File: src/rtl/ppp_pkg.sv
package ppp_pkg;
  // ----------------------------------------------------------------------
  // Port modes and control bits
  // ----------------------------------------------------------------------
  localparam logic MODE_COMPAT = 1'b0;  // Printer handshake mode
  localparam logic MODE_EPP    = 1'b1;  // Enhanced parallel mode
  localparam logic [7:0] DATA_RST_VAL = 8'h00;  // Data register reset value
  localparam logic [3:0] CTRL_RST_VAL = 4'h4;   // Reset request bit high: released
  localparam int CTRL_STROBE_BIT = 0;   // Data valid strobe enable
  localparam int CTRL_FEED_BIT   = 1;   // Line feed enable
  localparam int CTRL_RESET_BIT  = 2;   // Reset request: 1 floats the pin
  localparam int CTRL_CHOOSE_BIT = 3;   // Printer choose enable
  localparam int EPP_MAX_WAIT = 16;     // Wait cycles before a cycle is aborted

  // ----------------------------------------------------------------------
  // Pin groups
  // ----------------------------------------------------------------------
  typedef struct packed
  {
    logic [7:0] data_o;   // Data lines driven value
    logic       data_oe;  // Data lines driven
    logic       feed_o;   // Line feed / data cycle strobe pin
    logic       feed_oe;
    logic       choose_o; // Choose / address strobe pin
    logic       choose_oe;
    logic       stb_o;    // Data valid / write strobe pin
    logic       stb_oe;
    logic       rst_o;    // Reset request pin
    logic       rst_oe;
  } ppp_pins_t;

  typedef struct packed
  {
    logic busy;       // Printer busy or EPP wait (low)
    logic receipt_n;  // Receipt pulse, active low
    logic fault_n;    // Fault, active low
    logic media_exh;  // Out of paper
    logic online;     // Printer selected
  } ppp_stat_t;

  typedef enum {ST_IDLE, ST_STROBE, ST_EPP, ST_DONE} ppp_state_t;
endpackage

File: src/rtl/ppp_port.sv
`timescale 1ns/1ps
// What this block does
// Peripheral pulses receipt low per byte taken
// Compat: feed low requests automatic line feed
// Feed, choose, strobe float when bit 0; the code does this in compat mode only, EPP always drives them
// Reset request low initializes; floats when 1
// EPP: feed pin is data cycle strobe
// Aborted EPP cycle returns strobes high
// Peripheral holds busy high while not ready
// EPP wait low stretches the cycle
// Peripheral drives fault low on error
// Peripheral drives media exhausted high when empty
// Peripheral drives online high while selected
// Compat: choose low selects the peripheral
// EPP: choose pin is address strobe
// Compat: strobe low marks valid data
// EPP: strobe pin is write strobe
// Data lines carry bytes both ways
// Mode picks each shared pin role
module ppp_port
#(
  parameter int MAX_WAIT = ppp_pkg::EPP_MAX_WAIT
)
(
  input  wire logic               clk,
  input  wire logic               sys_rst,
  input  wire logic               port_mode,       // 0 compat, 1 EPP
  input  wire logic [3:0]         ctrl_bits,       // Control register image
  input  wire logic [7:0]         wr_data,         // Byte to send
  input  wire logic               wr_is_addr,      // EPP: address cycle
  input  wire logic               wr_valid,
  output logic                    wr_ready,
  output logic [7:0]              rd_data,         // Byte read back from lines
  output logic                    rd_valid,
  input  wire logic               rd_ready,
  input  wire logic               rd_req,          // Sample lines as input byte
  input  wire logic [7:0]         port_data_lines_i,
  input  wire ppp_pkg::ppp_stat_t stat_i,
  output ppp_pkg::ppp_pins_t      pins,
  output ppp_pkg::ppp_stat_t      stat_q,          // Registered status
  output logic                    epp_abort        // Pulse: cycle timed out
);

  // ----------------------------------------------------------------------
  // State
  // ----------------------------------------------------------------------
  typedef struct packed
  {
    ppp_pkg::ppp_state_t st;
    logic [7:0]          cnt;        // Wait counter
    logic [7:0]          out_byte;   // Byte on the lines
    logic                out_addr;
    ppp_pkg::ppp_pins_t  pins;
    ppp_pkg::ppp_stat_t  stat;
    logic                abort;
    logic [1:0][7:0]     buf_d;      // Two-entry read buffer
    logic [1:0]          buf_v;
    logic                wr_rdy;
  } ppp_st_t;

  ppp_st_t state_ff;
  ppp_st_t nxt_state;

  // ----------------------------------------------------------------------
  // Next-state logic
  // ----------------------------------------------------------------------
  always_comb
  begin
    logic epp;
    epp = (port_mode == ppp_pkg::MODE_EPP);
    nxt_state = state_ff;
    nxt_state.abort = 1'b0;
    nxt_state.stat = stat_i;
    // Buffer drain: oldest word leaves, second moves up
    if (state_ff.buf_v[0] && rd_ready)
    begin
      nxt_state.buf_d[0] = state_ff.buf_d[1];
      nxt_state.buf_v    = {1'b0, state_ff.buf_v[1]};
    end
    // Buffer fill once the lines are released and a slot is free; the
    // released check keeps our own driven byte out of the buffer
    if (rd_req && !state_ff.pins.data_oe && !nxt_state.buf_v[1])
    begin
      if (!nxt_state.buf_v[0])
      begin
        nxt_state.buf_d[0] = port_data_lines_i;
        nxt_state.buf_v[0] = 1'b1;
      end
      else
      begin
        nxt_state.buf_d[1] = port_data_lines_i;
        nxt_state.buf_v[1] = 1'b1;
      end
    end
    // Transfer sequencer
    case (state_ff.st)
      ppp_pkg::ST_IDLE:
      begin
        if (wr_valid && state_ff.wr_rdy)
        begin
          nxt_state.out_byte = wr_data;
          nxt_state.out_addr = wr_is_addr;
          nxt_state.cnt      = 8'h00;
          nxt_state.st       = epp ? ppp_pkg::ST_EPP : ppp_pkg::ST_STROBE;
        end
      end
      ppp_pkg::ST_STROBE:
      begin
        // Hold strobe until the printer is not busy
        if (!stat_i.busy)
        begin
          nxt_state.st = ppp_pkg::ST_DONE;
        end
      end
      ppp_pkg::ST_EPP:
      begin
        if (stat_i.busy)
        begin
          nxt_state.st = ppp_pkg::ST_DONE;
        end
        else if (state_ff.cnt == 8'(MAX_WAIT - 1))
        begin
          nxt_state.abort = 1'b1;
          nxt_state.st    = ppp_pkg::ST_DONE;
        end
        else
        begin
          nxt_state.cnt = state_ff.cnt + 8'h01;
        end
      end
      default:
      begin
        nxt_state.st = ppp_pkg::ST_IDLE;
      end
    endcase
    nxt_state.wr_rdy = (nxt_state.st == ppp_pkg::ST_IDLE);
    // Pin drive: data lines driven out whenever not reading
    nxt_state.pins.data_o  = nxt_state.out_byte;
    nxt_state.pins.data_oe = !rd_req;
    if (epp)
    begin
      // EPP strobes are always driven, high when idle or aborted
      nxt_state.pins.feed_oe   = 1'b1;
      nxt_state.pins.choose_oe = 1'b1;
      nxt_state.pins.stb_oe    = 1'b1;
      nxt_state.pins.feed_o    = !(nxt_state.st == ppp_pkg::ST_EPP
                                   && !nxt_state.out_addr);
      nxt_state.pins.choose_o  = !(nxt_state.st == ppp_pkg::ST_EPP
                                   && nxt_state.out_addr);
      nxt_state.pins.stb_o     = !(nxt_state.st == ppp_pkg::ST_EPP);
    end
    else
    begin
      nxt_state.pins.feed_o    = 1'b0;
      nxt_state.pins.feed_oe   = ctrl_bits[ppp_pkg::CTRL_FEED_BIT];
      nxt_state.pins.choose_o  = 1'b0;
      nxt_state.pins.choose_oe = ctrl_bits[ppp_pkg::CTRL_CHOOSE_BIT];
      nxt_state.pins.stb_o     = !(nxt_state.st == ppp_pkg::ST_STROBE);
      nxt_state.pins.stb_oe    = ctrl_bits[ppp_pkg::CTRL_STROBE_BIT];
    end
    nxt_state.pins.rst_o  = 1'b0;
    nxt_state.pins.rst_oe = !ctrl_bits[ppp_pkg::CTRL_RESET_BIT];
  end

  // ----------------------------------------------------------------------
  // State register
  // ----------------------------------------------------------------------
  always_ff @(posedge clk)
  begin
    if (sys_rst)
    begin
      state_ff <= '0;
      state_ff.st <= ppp_pkg::ST_IDLE;
      state_ff.wr_rdy <= 1'b1;
      state_ff.out_byte <= ppp_pkg::DATA_RST_VAL;
      state_ff.pins.feed_o <= 1'b1;
      state_ff.pins.choose_o <= 1'b1;
      state_ff.pins.stb_o <= 1'b1;
      state_ff.pins.rst_o <= 1'b0;
      state_ff.pins.rst_oe <= ~ppp_pkg::CTRL_RST_VAL[ppp_pkg::CTRL_RESET_BIT];
      state_ff.stat <= '0;
    end
    else
    begin
      state_ff <= nxt_state;
    end
  end

  // ----------------------------------------------------------------------
  // Outputs
  // ----------------------------------------------------------------------
  assign pins      = state_ff.pins;
  assign stat_q    = state_ff.stat;
  assign epp_abort = state_ff.abort;
  assign wr_ready  = state_ff.wr_rdy;
  assign rd_data   = state_ff.buf_d[0];
  assign rd_valid  = state_ff.buf_v[0];

  // ----------------------------------------------------------------------
  // Checks
  // ----------------------------------------------------------------------
  feed_float_a: assert property (@(posedge clk) disable iff (sys_rst)
    ($past(port_mode) == 1'b0 && !$past(ctrl_bits[ppp_pkg::CTRL_FEED_BIT]))
    |-> !pins.feed_oe)
    else $error("feed pin driven while disabled");
  reset_float_a: assert property (@(posedge clk) disable iff (sys_rst)
    $past(ctrl_bits[ppp_pkg::CTRL_RESET_BIT]) |-> !pins.rst_oe)
    else $error("reset pin driven while bit set");
  reset_drive_a: assert property (@(posedge clk) disable iff (sys_rst)
    (!$past(ctrl_bits[ppp_pkg::CTRL_RESET_BIT]) && !$past(sys_rst))
    |-> (pins.rst_oe && !pins.rst_o))
    else $error("reset pin not low when enabled");
  epp_abort_a: assert property (@(posedge clk) disable iff (sys_rst)
    (epp_abort && $past(port_mode)) |-> (pins.feed_o && pins.choose_o && pins.stb_o))
    else $error("strobes not high after abort");
  epp_stretch_a: assert property (@(posedge clk) disable iff (sys_rst)
    (state_ff.st == ppp_pkg::ST_EPP && !stat_i.busy && !epp_abort
     && state_ff.cnt != 8'(MAX_WAIT - 1)) |=> state_ff.st == ppp_pkg::ST_EPP)
    else $error("cycle ended while wait low");
  compat_choose_a: assert property (@(posedge clk) disable iff (sys_rst)
    ($past(port_mode) == 1'b0 && $past(ctrl_bits[ppp_pkg::CTRL_CHOOSE_BIT])
     && !$past(sys_rst)) |-> (pins.choose_oe && !pins.choose_o))
    else $error("choose not driven low");
  epp_write_a: assert property (@(posedge clk) disable iff (sys_rst)
    (state_ff.st == ppp_pkg::ST_EPP && $past(port_mode)) |-> !pins.stb_o)
    else $error("write strobe not low in cycle");
  compat_stb_a: assert property (@(posedge clk) disable iff (sys_rst)
    (state_ff.st == ppp_pkg::ST_STROBE && !$past(port_mode)) |-> !pins.stb_o)
    else $error("data strobe not low in cycle");
  read_release_a: assert property (@(posedge clk) disable iff (sys_rst)
    rd_req |=> !pins.data_oe)
    else $error("data lines driven while reading");
  epp_data_a: assert property (@(posedge clk) disable iff (sys_rst)
    (state_ff.st == ppp_pkg::ST_EPP && $past(port_mode) && !state_ff.out_addr)
    |-> !pins.feed_o)
    else $error("data cycle strobe not low in cycle");

endmodule

File: config.mk
export PLATFORM = sky130hd
export DESIGN_NAME = ppp_port
export DESIGN_NICKNAME = d
export VERILOG_FILES = /design/src/rtl/ppp_pkg.sv /design/src/rtl/ppp_port.sv
export SDC_FILE = /design/constraint.sdc
export NUM_CORES = 1
export LEC_CHECK = 0
export ABC_AREA = 0
export BUFFER_PORTS_ARGS = -buffer_cell sky130_fd_sc_hd__buf_2
export CAP_MARGIN = 20
export CELL_PAD_IN_SITES_DETAIL_PLACEMENT = 1
export CELL_PAD_IN_SITES_GLOBAL_PLACEMENT = 2
export CORE_ASPECT_RATIO = 0.8
export CORE_MARGIN = 8
export CORE_UTILIZATION = 29
export CTS_CLUSTER_SIZE = 30
export DETAILED_ROUTE_END_ITERATION = 6
export PLACE_DENSITY = 0.8
export SLEW_MARGIN = 20
export SYNTH_ARGS = -nofsm -noshare
export SYNTH_HDL_FRONTEND = slang
export SYNTH_SLANG_ARGS = --single-unit
File: constraint.sdc
create_clock -name clk -period 2.05 [get_ports clk]
set_clock_uncertainty 0.05 [all_clocks]
set_input_delay 0.41 -clock clk [delete_from_list [all_inputs] [get_ports clk]]
set_output_delay 0.41 -clock clk [all_outputs]
set_load 0.005 [all_outputs]
==> Word-level counts from Yosys, hierarchy flattened <==
Index checks and enable logic that the tools add are counted.
{ "word_totals": {"register_bits": 83, "latch_bits": 0, "ram_bits": 0, "romBits": 0, "input_bits": 32, "out_inout_bits": 33, "elab_cells": 70, "memories": 0} }
{ "classes": {"n_addsub": 1, "mul": 0, "div": 0, "n_lt_le_gt_ge": 0, "n_eq_ne": 8, "n_shift": 0, "mux": 16, "bitwise_logic": 1, "reduce_logical": 21} }
{ "ops": {"columns": ["op", "n"], "rows": [
  ["32-bit two-way mux", 3],
  ["32-bit one-hot mux with 3 select lines", 1],
  ["32-bit by 2-bit equality test with 1-bit output, second input constant", 2],
  ["32-bit logical NOT", 2],
  ["49-bit two-way mux", 1],
  ["32-bit by 1-bit equality test with 1-bit output, second input constant", 1],
  ["32-bit by 3-bit equality test with 1-bit output, second input constant", 1],
  ["8-bit two-way mux", 3],
  ["10-bit two-way mux", 2],
  ["8-bit one-hot mux with 2 select lines", 1],
  ["1-bit logical NOT", 9],
  ["9-bit two-way mux", 1],
  ["8-bit by 1-bit adder with 8-bit output, second input constant", 1],
  ["8-bit by 4-bit equality test with 1-bit output, second input constant", 1],
  ["1-bit logical AND", 6],
  ["6-bit two-way mux", 1],
  ["2-bit != test, second input constant", 3],
  ["4-bit AND reduction", 1],
  ["3-bit OR reduction", 1],
  ["1-bit two-way mux", 2],
  ["2-bit two-way mux", 1],
  ["2-bit AND reduction", 1],
  ["2-bit nonzero test", 1],
  ["1-bit NOT", 1]
]} }

==> Depth between registers and ports, before layout <==
Gate-level depths: netlist of run 1.
{ "depth": {"word_depth": 8, "mapped_depth": 7, "depth_no_buf": 6} }

==> Worst setup path before layout of run 1 <==
No wires, ideal clock.
{ "synth_timing": {"path_type": "register to register", "start": "reg state_ff[78] (netlist bit)", "end": "reg state_ff[54] (netlist bit)", "setup_time_ps": 71, "arrival_ps": 1852, "required_time_ps": 1929, "setup_slack_ps": 77, "stages_incl_launch_ff": 7, "path_buffers": 1, "period_less_slack_ps": 1973, "cell_sequence": "dfxtp_1 -> nor4_2 -> nand4_2 -> or4_1 -> clkbuf_2 -> or3_1 -> a21oi_1"} }
{ "synth_via": {"elab_chain_cells": 3} }
{ "synth_rtl": {"columns": ["item", "line_no", "text"], "rows": [
  ["start, declared", "ppp_port.sv:61", "ppp_st_t state_ff;"],
  ["start signal, assigned", "ppp_port.sv:185", "state_ff <= nxt_state;"],
  ["32-bit by 2-bit equality test with 1-bit output / 32-bit logical NOT (equally long branches)", "ppp_port.sv:96", "case (state_ff.st)"],
  ["2-bit != test (no line) / 2-bit nonzero test (equally long branches)", null, null],
  ["4-bit AND reduction (no line)", null, null]
]} }
Parallel ways exist; a longest one is shown, timed or not.
A chain may end at the register's enable or synchronous reset.

==> Final worst setup path of run 1 <==
{ "layout_timing": {"start": "reg state_ff[83] (netlist bit)", "end": "reg state_ff[54] (netlist bit)"} }
Same word-level chain as after synthesis.

==> reports/summary.txt, run 1 <==
status -> finished clean
GRT Total Usage -> 10.6%
Post-synth EDFFs -> 0
endpoint of the worst register-to-register path -> state_ff[54]
setup bufs post-CTS -> 0
Gate power share -> 5.5%
CP Max Fanout -> 8
share of total power in the clock network -> 46.8%
DR WL/cell -> 13.5 µm
Antenna Cells -> 0
Gate Count Post-Synth -> 298
# IOs -> 65
Sequential Power Share -> 47.7%
Cell Chain, Critical Path -> nor4_4, nand4_2, or4_4, or3_1, a21oi_2
die width -> 129 µm
total grt overflow -> 0
clock sinks -> 82
worst vdd ir -> 0.338 mV
power per cell area -> 940 mW/mm²
area delta synth->final -> 26.6%
final setup violation count -> 0
antenna violations before repair -> 1
Post-Syn Area -> 0.00297 mm²
critical path type -> reg -> reg
number of distinct library cells after synthesis -> 42
Antenna Nets Post-Route -> 0
largest net degree at the start of global routing -> 26
IO buf count -> 63
Net Sw Frac -> 23.3%
1st-iter DRT viols -> 68
WHS Path Cells -> 2
Die H -> 107 µm
total CTS buffers -> 9
Top delay family on crit path -> simple AND/OR/NAND/NOR gates
first-pass GRT wire length -> 11.4 mm
Max clock buf depth -> 2
Setup crit start kind -> flip-flop
Hold Violations, Final -> 0
row cnt -> 33
Sw Pwr -> 0.000823 W
CP Capture Type -> flip-flop
max_cap viols -> 0
syn_area_per_cell -> 9.97 µm²
vias in the first global route -> 2,373
root buf cell -> clkbuf_16
asr flop ratio synth -> 0%
worst reg2reg path depth -> 5
Remaining DRCs -> 0
final worst path period share -> 96.4%
design area -> 0.00376 mm²
vias per cell -> 4.30
RSZ-0062 raised after global routing -> true
share of layout cells above drive strength 1 -> 28.6%
slowest CP cell -> or4_4
Final Max Tran Viols -> 0
DRT Pass-1 Iters -> 4
drt total wl -> 7.00 mm
leakage -> 1.55 nW
CP max stage delay -> 0.56 ns
Yosys reg bits -> 82
Vias -> 2,226
Critical Path AT -> 2.19 ns
placed cell area -> 0.00341 mm²
Internal Power -> 0.00271 W
Worst-path clk slew -> 0.07 ns
Yosys Warn Count -> 0
post-route minimum period -> 1.98 ns
CP Data Required Time -> 2.27 ns
worst hold start -> ctrl_bits[2]
Hold EP -> pins[0]
Synth Flop Type -> dfxtp_1
hpwl dp -> 5.13 mm
RR Startpoint -> state_ff[83]
Buf/Inv on CP -> 0
Die ar. -> 0.0138 mm²
Initial Util -> 29.4%
register area share after synthesis -> 55.2%
GPL Wtd Cong -> 0.775
Hold Crit Class -> in -> reg
Fmax -> 506 MHz
final core utilization -> 37.2%
Max H-tree Level -> 3
core area -> 0.0101 mm²
Nets -> 406
Worst-Skew Late Latency -> 0.34 ns
R2R setup slack -> 0.07 ns
CTS tree -> done
## kinds of logic after synthesis
logic type / after synthesis / synth area share [%]
fa+ha+maj: 1 / 0.421
simple gates: 110 / 19.3
xor+xnor: 3 / 0.884
compound gates: 33 / 7.24
other cells: 1 / 0.126
buf+inv: 48 / 9.98
mux: 20 / 6.78
flops: 82 / 55.2
## layout make-up
type | instances | area, µm²
fillers | 1167 | 6350
flip-flops and latches | 82 | 1640
multi-input cells | 198 | 1200
repair buffers | 77 | 420
clock buffers | 9 | 225
well taps | 140 | 175
clock inverters | 7 | 83.8
inverters | 5 | 18.8
## synthesized netlist by cell type, types with 3 or more instances
master	instances	area (µm²)
nand3_1	11	55.1
nand2b_1	3	18.8
buf_4	30	225
nor4_2	3	37.5
clkbuf_1	9	33.8
o21ai_0	7	35.0
dfxtp_1	82	1640
nor4_1	6	37.5
a311oi_1	8	70.1
inv_1	5	18.8
or4_1	3	22.5
a21oi_1	8	40.0
nor2b_1	5	31.3
nand4_1	5	31.3
nor3_1	4	20.0
nor2_1	43	161
or3_1	4	25.0
mux2i_1	19	190
nand2_1	14	52.6
## per-layer routing
layer  vias to the layer above  global-route usage [%]  wire (µm)
met1                      1050                    12.3       3210
met2                        51                    17.0       3240
met3                         7                    4.25        479
li1                       1116                       -          -
met4                         2                    4.02         57
met5                         -                       0         12
## power by group through the flow
stage                     sequential (W)  combinational, W  clock [W]
after detailed placement         0.00172          0.000194          0
after floorplan                  0.00171          0.000130          0
after CTS                        0.00168          0.000195    0.00171
final                            0.00169          0.000193    0.00166
after global placement           0.00172          0.000190          0
after global routing             0.00169          0.000220    0.00178
## cells in the final DEF, fill, tap and decap left out, types with 3 or more instances in the layout
| master | instances |
|---|---|
| buf_2 | 63 |
| nor2b_1 | 5 |
| nor3_1 | 3 |
| or3_1 | 4 |
| nor4_2 | 5 |
| buf_4 | 14 |
| nand2b_1 | 3 |
| nand3_1 | 11 |
| conb_1 | 31 |
| dfxtp_1 | 82 |
| o21ai_1 | 4 |
| a311oi_1 | 8 |
| mux2i_1 | 19 |
| clkbuf_16 | 9 |
| o21ai_0 | 5 |
| nor4_1 | 3 |
| inv_1 | 5 |
| nand2_1 | 14 |
| a21oi_1 | 6 |
| nor2_1 | 43 |
| nand4_1 | 5 |
## sequential cells by signal, indices dropped and copies added, names as in the netlist
| register | cells |
|---|---|
| wr_ready | 1 |
| stat_q | 5 |
| rd_data | 8 |
| state_ff | 50 |
| epp_abort | 1 |
| rd_valid | 1 |
| pins | 16 |
## worst register-to-register path: stages (launching register included)
cell	delay (ns)
dfxtp_1	0.32
nor4_4	0.30
nand4_2	0.17
or4_4	0.56
or3_1	0.38
a21oi_2	0.13
## how the worst max path moves through the flow
stage / from / end / depth (start not counted)
finish: state_ff[83] / state_ff[54] / 5
global route: state_ff[74] / state_ff[55] / 5
floorplan: state_ff[78] / state_ff[54] / 6
global placement: state_ff[78] / state_ff[56] / 6
detailed placement: state_ff[78] / state_ff[54] / 5
CTS: state_ff[78] / state_ff[54] / 5
## through the flow
stage / setup WS [ns] / instances / total power (W) / hold WS [ns] / setup TNS [ns]
floorplan: 0.0772 / 328 / 0.00184 / 0.404 / 0
global placement: -0.0257 / 502 / 0.00191 / 0.420 / -0.0702
detailed placement: -0.104 / 502 / 0.00191 / 0.427 / -0.389
CTS: -0.0179 / 518 / 0.00359 / 0.165 / -0.0179
global route: -0.0534 / 518 / 0.00369 / 0.170 / -0.173
finish: 0.0741 / 518 / 0.00353 / 0.175 / 0
## repair_timing
item | 4_1_cts | 5_1_grt
hold buffers | 0 | 0
endpoints found under the setup margin | 6 | 5
pin swaps | 0 | 7
gates resized for setup | 2 | 7
(Power assumes the default switching activity.)
==> run 2: changes to the inputs <==
==> constraint.sdc (replaced) <==
create_clock -name clk -period 2.05 [get_ports clk]
set_clock_uncertainty 0.05 [all_clocks]
set_input_delay 0.1025 -clock clk [delete_from_list [all_inputs] [get_ports clk]]
set_output_delay 0.1025 -clock clk [all_outputs]
set_load 0.005 [all_outputs]
==> reports/summary.txt, run 2 (same netlist as run 1, synthesis figures left out) <==
status -> finished clean
GRT Total Usage -> 11.1%
leakage -> 1.64 nW
drt total wl -> 7.33 mm
DR WL/cell -> 13.5 µm
Antenna Cells -> 0
Internal Power -> 0.00273 W
worst hold start -> port_mode
Sw Pwr -> 0.000803 W
Fmax -> 503 MHz
met2 WL post-DR -> 3.42 mm
met3 WL -> 444 µm
Max H-tree Level -> 3
commonest non-fill, non-tap cell in the layout -> dfxtp_1
TNS Setup -> 0 ns
Die ar. -> 0.0138 mm²
Gate power share -> 6.6%
worst vdd ir -> 0.528 mV
Sequential Power Share -> 47.8%
share of layout cells above drive strength 1 -> 26.8%
final worst path period share -> 97.0%
Worst-path clk slew -> 0.06 ns
worst rel slew slack -> 56.1%
vias per cell -> 4.27
total CTS buffers -> 9
1st-iter DRT viols -> 115
Setup crit start -> state_ff[78]
Layout fillers -> 1,161
Hold Violations, Final -> 0
Die H -> 107 µm
Nets -> 431
WL met1 -> 3.39 mm
Setup crit start kind -> flip-flop
R2R setup slack -> 0.06 ns
Final Max Tran Viols -> 0
CP Data Required Time -> 2.27 ns
total grt overflow -> 0
Antenna Nets Post-Route -> 0
clock sinks -> 82
GPL Wtd Cong -> 0.706
Worst-Skew Late Latency -> 0.34 ns
Hold EP -> pins[4]
Hold Crit Class -> in -> reg
area delta synth->final -> 35.1%
most frequent cells in the layout -> 81 x dfxtp_1, 63 x buf_2, 43 x nor2_1
row cnt -> 33
Hold Slack -> 0.0829 ns
Largest register FFs -> 50
DRT Pass-1 Iters -> 5
IO buf count -> 63
post-route minimum period -> 1.99 ns
final setup violation count -> 0
first-pass GRT wire length -> 12.0 mm
max_cap viols -> 0
CTS tree -> done
RSZ-0062 raised after global routing -> true
core area -> 0.0101 mm²
WHS Path Cells -> 3
hpwl dp -> 5.08 mm
Max clock buf depth -> 2
antenna violations before repair -> 0
Net Sw Frac -> 22.8%
Initial Util -> 29.4%
power per cell area -> 880 mW/mm²
endpoint of the worst register-to-register path -> state_ff[58]
worst reg2reg path depth -> 5
Remaining DRCs -> 0
Worst Tran Pin Value -> 0.658 ns
CP Max Fanout -> 5
root buf cell -> clkbuf_16
Critical Path AT -> 2.21 ns
# IOs -> 65
RR Startpoint -> state_ff[78]
Reg with most FFs -> state_ff
CP Capture Type -> flip-flop
share of total power in the clock network -> 45.7%
critical path type -> reg -> reg
largest net degree at the start of global routing -> 18
die width -> 129 µm
Top Layer Used -> met4
vias in the first global route -> 2,472
Vias -> 2,320
## run 2: cell count changes in the layout (fill, tap and decap cells not counted), sizes merged
| cell | change |
|---|---|
| buf | -3 |
| dlygate4sd3 | +27 |
| inv | -3 |
| clkinv | +1 |
| or4 | +1 |
| clkinvlp | +2 |
## run 2: routing by layer
layer  vias up  global-route usage [%]
li1       1168                       -
met3         6                    4.95
met5         -                       0
met4         0                    3.35
met1      1092                    12.9
met2        54                    17.9
## run 2: cell type report
class,count,area (µm²),area share (%)
Sequential cell,82,1640,40.9
Multi-Input combinational cell,199,1200,30.0
Timing Repair Buffer,101,668,16.6
Clock buffer,9,225,5.61
Tap cell,140,175,4.36
Clock inverter,7,78.8,1.96
Inverter,5,18.8,0.468
## run 2: power groups by stage
stage               Sequential [W]  Clock, W  Combinational [W]
finish                     0.00169   0.00161           0.000232
CTS                        0.00168   0.00167           0.000231
detailed placement         0.00172         0           0.000190
global route               0.00169   0.00174           0.000260
global placement           0.00172         0           0.000186
floorplan                  0.00171         0           0.000130
## run 2: critical path, stage by stage (launching register included)
cell	delay, ns
dfxtp_1	0.31
nor4_2	0.30
nand4_2	0.18
or4_4	0.58
or3_1	0.38
a21oi_2	0.13
## run 2: worst max-delay path by stage
| stage | end | slack [ns] | cells after the start |
|---|---|---|---|
| 3_5_place_dp | state_ff[54] | -0.07 | 5 |
| 6_report | state_ff[58] | 0.06 | 5 |
| 4_1_cts | state_ff[54] | 0.02 | 5 |
| 2_1_floorplan | state_ff[54] | 0.08 | 6 |
| 5_1_grt | state_ff[58] | -0.06 | 5 |
| 3_3_place_gp | state_ff[58] | -0.001 | 5 |
## run 2: stage by stage
step | total power [W] | worst slack [ns] | util [%] | instance area, µm² | std cells
2_1_floorplan | 0.00184 | 0.0772 | - | 3080 | 328
3_3_place_gp | 0.00190 | -0.00128 | 33.4 | 3380 | 498
3_5_place_dp | 0.00191 | -0.0668 | 33.4 | 3380 | 498
4_1_cts | 0.00359 | 0.0151 | 39.2 | 3970 | 541
5_1_grt | 0.00370 | -0.0573 | 39.7 | 4010 | 543
6_report | 0.00353 | 0.0617 | 39.7 | 4010 | 543
## run 2: timing repair
item | 4_1_cts | 5_1_grt
pin swaps | 0 | 5
hold buffers | 27 | 0
setup endpoints to repair | 5 | 9
hold endpoints to repair | 27 | 0
setup buffers | 0 | 1
gates resized for setup | 2 | 9
gates cloned | 0 | 1
==> run 3: changes to the inputs <==
CORE_ASPECT_RATIO = default   (was 0.8)
==> reports/summary.txt, run 3 (same netlist as run 1, synthesis figures left out) <==
status -> finished clean
Cell Chain, Critical Path -> ha_1, nand4_1, o211ai_1, buf_4, or4_4, or3_1, a21oi_1
CP Data Required Time -> 2.28 ns
DRT Pass-1 Iters -> 4
1st-iter DRT viols -> 69
worst vdd ir -> 0.385 mV
Antenna Nets Post-Route -> 0
Nets -> 434
Vias -> 2,366
largest net degree at the start of global routing -> 25
slowest CP cell -> or4_4
total grt overflow -> 0
CP Capture Type -> flip-flop
GRT Total Usage -> 11.1%
leakage -> 1.63 nW
overall power -> 0.00326 W
drt total wl -> 7.22 mm
CP Max Fanout -> 8
worst hold start -> port_mode
Setup crit start kind -> flip-flop
DR WL/cell -> 13.3 µm
Hold Crit Class -> in -> reg
Max H-tree Level -> 3
die width -> 117 µm
max_cap viols -> 0
vias per cell -> 4.36
RR Startpoint -> state_ff[51]
Largest register FFs -> 50
total CTS buffers -> 9
final worst path period share -> 97.7%
Hold Violations, Final -> 0
RSZ-0062 raised after global routing -> true
share of layout cells above drive strength 1 -> 26.1%
Hold Slack -> 0.0193 ns
Setup crit start -> state_ff[51]
Remaining DRCs -> 0
vias in the first global route -> 2,500
Max clock buf depth -> 2
Critical Path AT -> 2.23 ns
final core utilization -> 39.0%
area delta synth->final -> 33.0%
# IOs -> 65
Storage cell area -> 0.00164 mm²
commonest non-fill, non-tap cell in the layout -> dfxtp_1
Worst-path clk slew -> 0.09 ns
row cnt -> 37
post-route minimum period -> 2.00 ns
GPL Wtd Cong -> 0.788
Reg with most FFs -> state_ff
IO buf count -> 63
core area -> 0.0101 mm²
Die H -> 117 µm
Layout fillers -> 1,176
first-pass GRT wire length -> 11.8 mm
critical path type -> reg -> reg
Worst-Skew Late Latency -> 0.35 ns
root buf cell -> clkbuf_8
multi-input logic area -> 0.00118 mm²
most frequent cells in the layout -> 82 x dfxtp_1, 63 x buf_2, 43 x nor2_1
CP max stage delay -> 0.46 ns
Fmax -> 499 MHz
power per cell area -> 825 mW/mm²
hpwl dp -> 5.12 mm
Initial Util -> 29.3%
final setup violation count -> 0
CTS tree -> done
antenna violations before repair -> 0
clock sinks -> 82
Die ar. -> 0.0137 mm²
Final Max Tran Viols -> 0
[run 3: layout make-up]
class	instances	share of cell area, %
Sequential cell	82	41.5
Clock buffer	11	3.83
Tap cell	136	4.31
Multi-Input combinational cell	198	30.0
Clock inverter	5	2.15
Timing Repair Buffer	105	17.7
Inverter	5	0.475
Antenna cell	1	0.0633
[run 3: through the flow]
stage / area [µm²] / std cells / worst slack, ns / setup TNS [ns]
5_1_grt: 3950 / 542 / -0.0288 / -0.0288
4_1_cts: 3900 / 539 / 0.0248 / 0
6_report: 3950 / 543 / 0.0469 / 0
3_3_place_gp: 3390 / 496 / -0.00108 / -0.00189
3_5_place_dp: 3390 / 496 / -0.0494 / -0.140
2_1_floorplan: 3080 / 328 / 0.0772 / 0
[run 3: repair_timing]
item,in CTS,in global routing
resized for setup,1,4
hold buffers,27,0
setup endpoints to repair,5,7
buffers inserted,0,2
pin swaps,0,4
endpoints found under the hold margin,35,0
[run 3: per-layer routing]
metal | routed length (µm) | track usage (%) | vias up
li1 | - | - | 1168
met1 | 2940 | 12.1 | 1147
met2 | 3790 | 19.6 | 38
met3 | 337 | 2.36 | 13
met4 | 156 | 6.06 | 0
met5 | 0 | 0 | -
[run 3: worst paths after layout]
| kind | to | slack (ns) | depth (start not counted) |
|---|---|---|---|
| max | state_ff[58] | 0.05 | 7 |
| min | pins[4] | 0.02 | 3 |
| max reg2reg | state_ff[58] | 0.05 | 7 |
| min reg2reg | rd_data[7] | 0.43 | 2 |
[run 3: report_power, final]
group	switching [W]	leakage, nW	internal (W)	total, W
logic	0.000112	0.841	0.000119	0.000231
registers	0.0000286	0.678	0.00166	0.00168
clock network	0.000586	0.116	0.000759	0.00135
total	0.000727	1.63	0.00253	0.00326
[run 3: critical path, delay by kind of cell, from the launching register on]
kind / cells / cell delay, ns
AO/OA/AOI/OAI: 2 / 0.24
adder cells (fa/ha/maj): 1 / 0.22
buffers and inverters: 1 / 0.15
flip-flops: 1 / 0.35
AND/OR/NAND/NOR: 3 / 0.91
